**src/verilog/spm_pkg.sv**
```systemverilog
// Purpose: shared offsets, field layouts, reset values and timing counts
//          for the serial peripheral register bank
// Assumes: byte addresses on a 32-bit peripheral bus with byte strobes
// Notes:   a register at a halfword offset sits in the matching lanes
package spm_pkg;

  // byte offsets of the register map
  localparam logic [5:0] OFS_PRI_CTL = 6'h00;
  localparam logic [5:0] OFS_SEC_CTL = 6'h04;
  localparam logic [5:0] OFS_BAUD = 6'h0C;
  localparam logic [5:0] OFS_IRQ_EN_CLR = 6'h14;
  localparam logic [5:0] OFS_IRQ_EN_SET = 6'h16;
  localparam logic [5:0] OFS_IRQ_FLAGS = 6'h18;
  localparam logic [5:0] OFS_STATUS = 6'h1A;
  localparam logic [5:0] OFS_SYNC_PEND = 6'h1C;
  localparam logic [5:0] OFS_ADDR = 6'h24;
  localparam logic [5:0] OFS_DATA = 6'h28;
  localparam logic [5:0] OFS_HALT_CTL = 6'h30;

  // primary control layout
  localparam int PRI_SOFT_RST = 0;
  localparam int PRI_ENABLE = 1;
  localparam int PRI_ORDER = 30;
  localparam logic [31:0] PRI_RST = 32'h0000_0000;
  localparam logic [31:0] PRI_WMASK = 32'h7F33_019E;
  localparam logic [31:0] PRI_EP_FREE = 32'h0000_0002;

  // secondary control layout
  localparam int SEC_RX_EN = 17;
  localparam logic [31:0] SEC_RST = 32'h0000_0000;
  localparam logic [31:0] SEC_WMASK = 32'h0002_A247;
  localparam logic [31:0] SEC_EP_FREE = 32'h0002_0000;

  localparam logic [7:0] BAUD_RST = 8'h00;
  localparam logic [7:0] BAUD_WMASK = 8'hFF;
  localparam logic [31:0] ADDR_RST = 32'h0000_0000;
  localparam logic [31:0] ADDR_WMASK = 32'h00FF_00FF;
  localparam logic [15:0] DATA_RST = 16'h0000;
  localparam logic [15:0] DATA_WMASK = 16'h01FF;
  localparam logic [7:0] DBG_RST = 8'h00;
  localparam logic [7:0] DBG_WMASK = 8'h01;

  // interrupt enable, flag and status layout
  localparam logic [7:0] IRQ_MASK = 8'h8F;
  localparam logic [7:0] INTEN_RST = 8'h00;
  localparam logic [7:0] FLAGS_RST = 8'h00;
  localparam logic [15:0] STATUS_RST = 16'h0000;
  localparam logic [15:0] STATUS_W1C = 16'h0004;

  // byte lanes used inside shared words
  localparam int LANE_PRI_LOW = 0;
  localparam int LANE_SEC_RX = 2;
  localparam int LANE_EN_CLR = 0;
  localparam int LANE_EN_SET = 2;
  localparam int LANE_FLAGS = 0;

  // core clock cycles a write-synchronised operation stays busy
  localparam int SYNC_CYCLES = 4;

endpackage

```
**src/verilog/spm_regbank.sv**
```systemverilog
// Purpose: software-visible register bank of the serial peripheral unit
// Assumes: peripheral bus with setup and access phases and byte strobes
// Notes:   read data is captured in the setup phase, so pready stays high
module spm_regbank #(
  parameter int SYNC_CYCLES = spm_pkg::SYNC_CYCLES
) (
  input wire logic core_clk,
  input wire logic reset_n,
  input wire logic psel,
  input wire logic penable,
  input wire logic pwrite,
  input wire logic [5:0] paddr,
  input wire logic [31:0] pwdata,
  input wire logic [3:0] pstrb,
  output logic [31:0] prdata,
  output logic pready,
  output logic pslverr,
  input wire logic access_protection_lock,
  input wire logic [7:0] event_set,
  input wire logic [15:0] status_set,
  input wire logic [8:0] rx_data,
  output logic [31:0] primary_control,
  output logic [31:0] secondary_control,
  output logic [7:0] bit_rate_divisor,
  output logic [31:0] slave_match_compare,
  output logic [7:0] halt_behaviour_ctl,
  output logic [7:0] irq_enable,
  output logic [7:0] irq_flags,
  output logic shift_order_select,
  output logic core_enable,
  output logic rx_enable,
  output logic [8:0] tx_data,
  output logic tx_data_write,
  output logic rx_data_read
);

  logic access;
  logic wr;
  logic rd;
  logic setup;
  logic sw_busy;
  logic sw_done;
  logic en_busy;
  logic en_done;
  logic cb_busy;
  logic cb_done;
  logic err_sw;
  logic err_en;
  logic err_cb;
  logic wr_ok;
  logic wp_ok;
  logic soft_start;
  logic soft_clr;
  logic gen_wr;
  logic pri_we;
  logic sec_we;
  logic baud_we;
  logic addr_we;
  logic dbg_we;
  logic data_we;
  logic en_start;
  logic cb_start;
  logic enabled;
  logic [31:0] pri_q;
  logic [31:0] sec_q;
  logic [31:0] addr_q;
  logic [15:0] data_q;
  logic [7:0] baud_q;
  logic [7:0] dbg_q;
  logic [7:0] inten_q;
  logic [7:0] flags_q;
  logic [15:0] status_q;
  logic [31:0] pri_wm;
  logic [31:0] sec_wm;
  logic [7:0] baud_wm;
  logic [31:0] addr_wm;
  logic [31:0] pri_view;
  logic [31:0] rd_mux;
  logic [31:0] rdata_q;
  logic core_enable_q;
  logic rx_enable_q;

  function automatic logic hit(input logic [5:0] a, input logic [5:0] ofs);
    hit = (a[5:2] == ofs[5:2]);
  endfunction

  assign access = psel & penable;
  assign wr = access & pwrite;
  assign rd = access & ~pwrite;
  assign setup = psel & ~penable;
  assign enabled = pri_q[spm_pkg::PRI_ENABLE];

  // bus errors: any write during soft reset, or a write to the lane of a sync op still in flight
  assign err_sw = wr & sw_busy;
  assign err_en = wr & hit(paddr, spm_pkg::OFS_PRI_CTL) &
                  pstrb[spm_pkg::LANE_PRI_LOW] & en_busy;
  assign err_cb = wr & hit(paddr, spm_pkg::OFS_SEC_CTL) &
                  pstrb[spm_pkg::LANE_SEC_RX] & cb_busy;
  assign pslverr = err_sw | err_en | err_cb;
  assign pready = 1'b1;

  assign wr_ok = wr & ~pslverr;
  assign wp_ok = wr_ok & ~access_protection_lock;

  // soft reset wins over every other field of the same write
  assign soft_start = wp_ok & hit(paddr, spm_pkg::OFS_PRI_CTL) &
                      pstrb[spm_pkg::LANE_PRI_LOW] &
                      pwdata[spm_pkg::PRI_SOFT_RST];
  assign soft_clr = soft_start;
  assign gen_wr = wp_ok & ~soft_start;

  assign pri_we = gen_wr & hit(paddr, spm_pkg::OFS_PRI_CTL);
  assign sec_we = gen_wr & hit(paddr, spm_pkg::OFS_SEC_CTL);
  assign baud_we = gen_wr & hit(paddr, spm_pkg::OFS_BAUD);
  assign addr_we = gen_wr & hit(paddr, spm_pkg::OFS_ADDR);
  assign dbg_we = gen_wr & hit(paddr, spm_pkg::OFS_HALT_CTL);
  assign data_we = wr_ok & ~soft_start & hit(paddr, spm_pkg::OFS_DATA);

  // only the enable lane and the receive enable lane start a sync; the shift order lane never does
  assign en_start = pri_we & pstrb[spm_pkg::LANE_PRI_LOW];
  assign cb_start = sec_we & pstrb[spm_pkg::LANE_SEC_RX];

  // enable-protected bits drop out of the mask while enabled
  assign pri_wm = enabled ?
    (spm_pkg::PRI_WMASK & spm_pkg::PRI_EP_FREE) :
    spm_pkg::PRI_WMASK;
  assign sec_wm = enabled ?
    (spm_pkg::SEC_WMASK & spm_pkg::SEC_EP_FREE) :
    spm_pkg::SEC_WMASK;
  assign baud_wm = enabled ? 8'h00 : spm_pkg::BAUD_WMASK;
  assign addr_wm = enabled ? 32'h0000_0000 : spm_pkg::ADDR_WMASK;

  spm_sync_busy #(
    .CYCLES(SYNC_CYCLES)
  ) u_sync_soft (
    .core_clk(core_clk),
    .reset_n(reset_n),
    .start(soft_start),
    .busy(sw_busy),
    .done(sw_done)
  );

  spm_sync_busy #(
    .CYCLES(SYNC_CYCLES)
  ) u_sync_enable (
    .core_clk(core_clk),
    .reset_n(reset_n),
    .start(en_start),
    .busy(en_busy),
    .done(en_done)
  );

  spm_sync_busy #(
    .CYCLES(SYNC_CYCLES)
  ) u_sync_secondary_control (
    .core_clk(core_clk),
    .reset_n(reset_n),
    .start(cb_start),
    .busy(cb_busy),
    .done(cb_done)
  );

  spm_lane_reg #(
    .W(32),
    .RST(spm_pkg::PRI_RST)
  ) u_pri (
    .core_clk(core_clk),
    .reset_n(reset_n),
    .clr(soft_clr),
    .we(pri_we),
    .be(pstrb),
    .wd(pwdata),
    .wm(pri_wm),
    .value_q(pri_q)
  );

  spm_lane_reg #(
    .W(32),
    .RST(spm_pkg::SEC_RST)
  ) u_sec (
    .core_clk(core_clk),
    .reset_n(reset_n),
    .clr(soft_clr),
    .we(sec_we),
    .be(pstrb),
    .wd(pwdata),
    .wm(sec_wm),
    .value_q(sec_q)
  );

  spm_lane_reg #(
    .W(8),
    .RST(spm_pkg::BAUD_RST)
  ) u_baud (
    .core_clk(core_clk),
    .reset_n(reset_n),
    .clr(soft_clr),
    .we(baud_we),
    .be(pstrb[0]),
    .wd(pwdata[7:0]),
    .wm(baud_wm),
    .value_q(baud_q)
  );

  spm_lane_reg #(
    .W(32),
    .RST(spm_pkg::ADDR_RST)
  ) u_addr (
    .core_clk(core_clk),
    .reset_n(reset_n),
    .clr(soft_clr),
    .we(addr_we),
    .be(pstrb),
    .wd(pwdata),
    .wm(addr_wm),
    .value_q(addr_q)
  );

  spm_lane_reg #(
    .W(16),
    .RST(spm_pkg::DATA_RST)
  ) u_data (
    .core_clk(core_clk),
    .reset_n(reset_n),
    .clr(soft_clr),
    .we(data_we),
    .be(pstrb[1:0]),
    .wd(pwdata[15:0]),
    .wm(spm_pkg::DATA_WMASK),
    .value_q(data_q)
  );

  // debug control survives the soft reset
  spm_lane_reg #(
    .W(8),
    .RST(spm_pkg::DBG_RST)
  ) u_dbg (
    .core_clk(core_clk),
    .reset_n(reset_n),
    .clr(1'b0),
    .we(dbg_we),
    .be(pstrb[0]),
    .wd(pwdata[7:0]),
    .wm(spm_pkg::DBG_WMASK),
    .value_q(dbg_q)
  );

  // enable mask: set lane and clear lane share one word
  always_ff @(posedge core_clk or negedge reset_n) begin
    if (!reset_n) begin
      inten_q <= spm_pkg::INTEN_RST;
    end else if (soft_clr) begin
      inten_q <= spm_pkg::INTEN_RST;
    end else if (gen_wr && hit(paddr, spm_pkg::OFS_IRQ_EN_CLR)) begin
      inten_q <= (inten_q &
        ~(pstrb[spm_pkg::LANE_EN_CLR] ?
          pwdata[7:0] & spm_pkg::IRQ_MASK : 8'h00)) |
        (pstrb[spm_pkg::LANE_EN_SET] ?
          pwdata[23:16] & spm_pkg::IRQ_MASK : 8'h00);
    end
  end

  // event flags: a new event wins over a clear in the same cycle
  always_ff @(posedge core_clk or negedge reset_n) begin
    if (!reset_n) begin
      flags_q <= spm_pkg::FLAGS_RST;
    end else if (soft_clr) begin
      flags_q <= spm_pkg::FLAGS_RST;
    end else if (wr_ok && hit(paddr, spm_pkg::OFS_IRQ_FLAGS) &&
                 pstrb[spm_pkg::LANE_FLAGS]) begin
      flags_q <= (flags_q & ~pwdata[7:0]) |
                 (event_set & spm_pkg::IRQ_MASK);
    end else begin
      flags_q <= flags_q | (event_set & spm_pkg::IRQ_MASK);
    end
  end

  always_ff @(posedge core_clk or negedge reset_n) begin
    if (!reset_n) begin
      status_q <= spm_pkg::STATUS_RST;
    end else if (soft_clr) begin
      status_q <= spm_pkg::STATUS_RST;
    end else if (wr_ok && hit(paddr, spm_pkg::OFS_STATUS)) begin
      status_q <= (status_q &
        ~({pstrb[3] ? pwdata[31:24] : 8'h00,
           pstrb[2] ? pwdata[23:16] : 8'h00} & spm_pkg::STATUS_W1C)) |
        (status_set & spm_pkg::STATUS_W1C);
    end else begin
      status_q <= status_q | (status_set & spm_pkg::STATUS_W1C);
    end
  end

  // core-side enables change only when their sync or the soft reset sync completes
  always_ff @(posedge core_clk or negedge reset_n) begin
    if (!reset_n) begin
      core_enable_q <= 1'b0;
    end else if (sw_done) begin
      core_enable_q <= 1'b0;
    end else if (en_done) begin
      core_enable_q <= enabled;
    end
  end

  always_ff @(posedge core_clk or negedge reset_n) begin
    if (!reset_n) begin
      rx_enable_q <= 1'b0;
    end else if (sw_done) begin
      rx_enable_q <= 1'b0;
    end else if (cb_done) begin
      rx_enable_q <= sec_q[spm_pkg::SEC_RX_EN];
    end
  end

  // soft reset bit reads one while the reset is in progress
  assign pri_view = {1'b0, pri_q[30:1], sw_busy};

  always_comb begin
    rd_mux = 32'h0000_0000;
    case (paddr[5:2])
      spm_pkg::OFS_PRI_CTL[5:2]: rd_mux = pri_view;
      spm_pkg::OFS_SEC_CTL[5:2]: rd_mux = sec_q;
      spm_pkg::OFS_BAUD[5:2]: rd_mux = {24'h00_0000, baud_q};
      spm_pkg::OFS_IRQ_EN_CLR[5:2]: rd_mux = {8'h00, inten_q, 8'h00, inten_q};
      spm_pkg::OFS_IRQ_FLAGS[5:2]: rd_mux = {status_q, 8'h00, flags_q};
      spm_pkg::OFS_SYNC_PEND[5:2]:
        rd_mux = {29'h0000_0000, cb_busy, en_busy, sw_busy};
      spm_pkg::OFS_ADDR[5:2]: rd_mux = addr_q;
      spm_pkg::OFS_DATA[5:2]: rd_mux = {23'h00_0000, rx_data};
      spm_pkg::OFS_HALT_CTL[5:2]: rd_mux = {24'h00_0000, dbg_q};
      default: rd_mux = 32'h0000_0000;
    endcase
  end

  always_ff @(posedge core_clk or negedge reset_n) begin
    if (!reset_n) begin
      rdata_q <= 32'h0000_0000;
    end else if (setup && !pwrite) begin
      rdata_q <= rd_mux;
    end
  end

  assign prdata = rdata_q;
  assign primary_control = pri_view;
  assign secondary_control = sec_q;
  assign bit_rate_divisor = baud_q;
  assign slave_match_compare = addr_q;
  assign halt_behaviour_ctl = dbg_q;
  assign irq_enable = inten_q;
  assign irq_flags = flags_q;
  assign shift_order_select = pri_q[spm_pkg::PRI_ORDER];
  assign core_enable = core_enable_q;
  assign rx_enable = rx_enable_q;
  assign tx_data = data_q[8:0];
  assign tx_data_write = data_we;
  assign rx_data_read = rd & hit(paddr, spm_pkg::OFS_DATA);

endmodule

```
**src/verilog/spm_sync_busy.sv**
```systemverilog
// Purpose: busy tracker for one write-synchronised operation
// Assumes: start comes from the bus decode in the same clock domain
// Notes:   busy rises the edge after start, done pulses on the last cycle
module spm_sync_busy #(
  parameter int CYCLES = spm_pkg::SYNC_CYCLES
) (
  input wire logic core_clk,
  input wire logic reset_n,
  input wire logic start,
  output logic busy,
  output logic done
);

  logic [7:0] cnt_q;

  generate
    if (CYCLES < 1 || CYCLES > 255) begin : g_bad
      $error("spm_sync_busy: CYCLES must lie in 1..255");
    end
  endgenerate

  always_ff @(posedge core_clk or negedge reset_n) begin
    if (!reset_n) begin
      cnt_q <= 8'h00;
    end else if (start) begin
      cnt_q <= 8'(CYCLES);
    end else if (cnt_q != 8'h00) begin
      cnt_q <= cnt_q - 8'h01;
    end
  end

  assign busy = (cnt_q != 8'h00);
  assign done = (cnt_q == 8'h01);

endmodule

```
**src/verilog/spm_lane_reg.sv**
```systemverilog
// Purpose: register with per-byte write strobes and a per-bit write mask
// Assumes: W is a whole number of bytes
// Notes:   clr returns the register to its reset value at once
module spm_lane_reg #(
  parameter int W = 32,
  parameter logic [W-1:0] RST = '0
) (
  input wire logic core_clk,
  input wire logic reset_n,
  input wire logic clr,
  input wire logic we,
  input wire logic [W/8-1:0] be,
  input wire logic [W-1:0] wd,
  input wire logic [W-1:0] wm,
  output logic [W-1:0] value_q
);

  generate
    if (W < 8 || (W % 8) != 0) begin : g_bad
      $error("spm_lane_reg: W must be a whole number of bytes");
    end
  endgenerate

  always_ff @(posedge core_clk or negedge reset_n) begin
    if (!reset_n) begin
      value_q <= RST;
    end else if (clr) begin
      value_q <= RST;
    end else if (we) begin
      for (int i = 0; i < W / 8; i++) begin
        if (be[i]) begin
          value_q[i*8 +: 8] <= (value_q[i*8 +: 8] & ~wm[i*8 +: 8]) |
                               (wd[i*8 +: 8] & wm[i*8 +: 8]);
        end
      end
    end
  end

endmodule

```
**config.mk**
```make
export PLATFORM = sky130hd
export DESIGN_NAME = spm_regbank
export DESIGN_NICKNAME = d
export VERILOG_FILES = /design/src/verilog/spm_pkg.sv /design/src/verilog/spm_regbank.sv /design/src/verilog/spm_sync_busy.sv /design/src/verilog/spm_lane_reg.sv
export SDC_FILE = /design/constraint.sdc
export NUM_CORES = 1
export LEC_CHECK = 0
export ABC_CLOCK_PERIOD_IN_PS = 3120
export BUFFER_PORTS_ARGS = -buffer_cell sky130_fd_sc_hd__buf_2
export CORE_UTILIZATION = 50
export CTS_CLUSTER_DIAMETER = 120
export DETAILED_ROUTE_END_ITERATION = 7
export GPL_ROUTABILITY_DRIVEN = 0
export PLACE_DENSITY = 0.77
export SLEW_MARGIN = 10
export SYNTH_ARGS = -nofsm -noshare
export SYNTH_HDL_FRONTEND = slang
export SYNTH_HIERARCHICAL = 1
export SYNTH_SLANG_ARGS = --single-unit
```
**constraint.sdc**
```tcl
create_clock -name core_clk -period 3.12 [get_ports core_clk]
set_input_delay 0.312 -clock core_clk [delete_from_list [all_inputs] [get_ports core_clk]]
set_output_delay 0.312 -clock core_clk [all_outputs]
set_load 0.05 [all_outputs]
```
==> results by group <==
Setup path
  – WS Path Type: reg -> out
  – Worst r2r src: u_sync_secondary_control/cnt_q[0]$_DFFE_PN0P_
  – Worst endpoint data arrival time: between 2 and 3 ns
  – RR Endpoint: u_sync_secondary_control/cnt_q[3]$_DFFE_PN0P_
  – Critical path peak fanout: 6
  – R2R depth: 10
  – Setup crit end kind: output pin
  – R2R setup slack: 0.33 ns
  – CP required: approximately 2.8 ns
  – Crit path launch type: flop
  – Worst Setup SP: u_sync_secondary_control/cnt_q[0]$_DFFE_PN0P_

Timing
  – Fin Setup TNS: 0 ns
  – Final Cycle Share: 95.7%
  – Max-slew violations: 0
  – RSZ-0062 raised after global routing: no
  – Rel. slew slack: 48.3%
  – Fmax: 335 MHz
  – Endpoints failing hold: 0
  – Final Setup Violations: 0
  – Tightest Pin Transition: 0.765 ns
  – Skew final: 0.0108 ns
  – Crit path time final: 2.98 ns

Floorplan
  – Full die area: 23,700 µm²
  – Initial Utilization: 51.0%
  – Die Width: 154 µm
  – I/O pin count: 257
  – Die H: 154 µm
  – Row count: 55
  – Core area: 22,600 µm²

Cells and area
  – Layout Cells excl Fill: roughly 1,800
  – Layout Nets: 1,554
  – Fillers: around 1,900
  – Layout cells sized above 1: 23.2%
  – Area delta synth->final: 19.0%
  – Multi-input logic area: 6370 µm²
  – Most frequent cells in the layout: nand2b_1, buf_2, dfrtp_1
  – FF+latch area: 4780 µm²
  – Fin area: 13,700 µm²

Placement
  – Final HPWL DP: about 24,000 µm
  – Placed cell area: 13,100 µm²
  – # port buffers: around 230
  – Inst Count DP: 1,729

Clocking
  – CTS clk-pin slew, worst paths: 0.08 ns
  – Clock Latency Late Sink: 0.43 ns
  – CTS tree: done
  – H-tree Lvls: 4
  – CTS max path bufs: 2
  – CTS Buf Count: 17
  – Clock Tree Root: clkbuf_16
  – Clock Sinks: ~190

Synthesis
  – Synth Warn #: 6
  – Avg Cell Area, Syn: 9.68 µm²
  – Syn Inst Count: 1,194
  – Syn Std Cell Area: 11,600 µm²

Worst hold path
  – Hold crit path type: in -> reg
  – Worst Hold Depth: 3
  – Min-Delay Endpoint: irq_flags[0]$_DFF_PN0_
  – Worst Hold Launch: event_set[0]

Power and ir drop
  – VDD IR max: 0.000293 V
  – Power per standard cell area: 428 nW/µm²
  – LEAKAGE: 7.27 nW
  – Pwr Total: 5.88 mW

Global route
  – Antenna violations before repair: 5
  – Largest net degree at the start of global routing: 133
  – Vias in the first global route: 9,873
  – Total GRT Usage: about 30%
  – Gr ovfl total: 0
  – First-pass GRT wire length: 54,900 µm

Outcome
  – Status: completed

Routing
  – DR iter-0 viols: roughly 980
  – Post-DRT Antenna Nets: 0
  – Drt pass-1 iters: 5
  – Vias per std cell: 5.75
  – DR WL/cell: 19.9 µm
  – Via count: 10,153
  – # DRC: 0
  – Drt total wl: 35,100 µm

Flow run
  – Max-cap viol count: 0
[power breakdown]
group          switching (mW)  internal (mW)  leakage, nW
clock                    1.03           1.31        0.300
sequential              0.181           2.60         2.56
combinational           0.462          0.291         4.41
total                    1.68           4.20         7.27
[layout make-up]
cell class | count | share of cell area (%)
inverter | 25 | 0.683
antenna | 4 | 0.0728
timing repair buffer | 269 | 11.0
clock inverter | 13 | 1.30
sequential | 191 | 34.8
multi-input combinational | 960 | 46.3
tap | 285 | 2.59
clock buffer | 19 | 3.22
[worst max-delay path: stages (launching register included)]
cell and delay (ns):
dfrtp_1 0.44, inv_1 0.12, ha_1 0.20, nor3b_1 0.34, nand2_1 0.11, and3b_1 0.25, a32o_1 0.32, o2111a_1 0.26
buf_2 0.21
[layer usage]
layer	wire length (µm)	GRT usage, %	vias to the layer above
met1	15100	40.2	5024
met3	2500	5.16	68
met4	948	11.4	2
li1	-	-	4653
met2	16600	48.2	406
met5	13	0	-
[worst max-delay path by stage]
stage	to	slack (ns)
5_1_grt	pslverr	0.03
6_report	pslverr	0.14
3_5_place_dp	u_sync_soft/cnt_q[4]$_DFFE_PN0P_	0.30
2_1_floorplan	u_sync_soft/cnt_q[3]$_DFFE_PN0P_	0.19
3_3_place_gp	u_sync_enable/cnt_q[3]$_DFFE_PN0P_	0.38
4_1_cts	pslverr	0.11
[flip-flops by register name (all words and copies together), names as in the netlist, 5 cells and up]
name / count
irq_flags: 8
u_sync_soft/cnt_q: 8
prdata: 32
irq_enable: 5
u_sec/value_q: 32
u_data/value_q: 9
u_baud/value_q: 8
u_dbg/value_q: 8
u_addr/value_q: 32
u_pri/value_q: 30
u_sync_secondary_control/cnt_q: 8
u_sync_enable/cnt_q: 8
[stage by stage]
| stage | util, % | hold WS, ns | setup WS [ns] |
|---|---|---|---|
| after floorplan | - | 0.0164 | 0.190 |
| after global placement | 57.8 | 0.410 | 0.375 |
| after detailed placement | 57.8 | 0.418 | 0.299 |
| after CTS | 60.6 | 0.102 | 0.107 |
| after global routing | 60.7 | 0.129 | 0.0282 |
| final | 60.7 | 0.121 | 0.135 |
[what timing repair did]
item	CTS	global route
hold buffers	1	0
setup endpoints to repair	0	3
resized for setup	0	3
endpoints found under the hold margin	79	0
setup buffers	0	0
No activity file was read; power rests on OpenSTA's default activity.
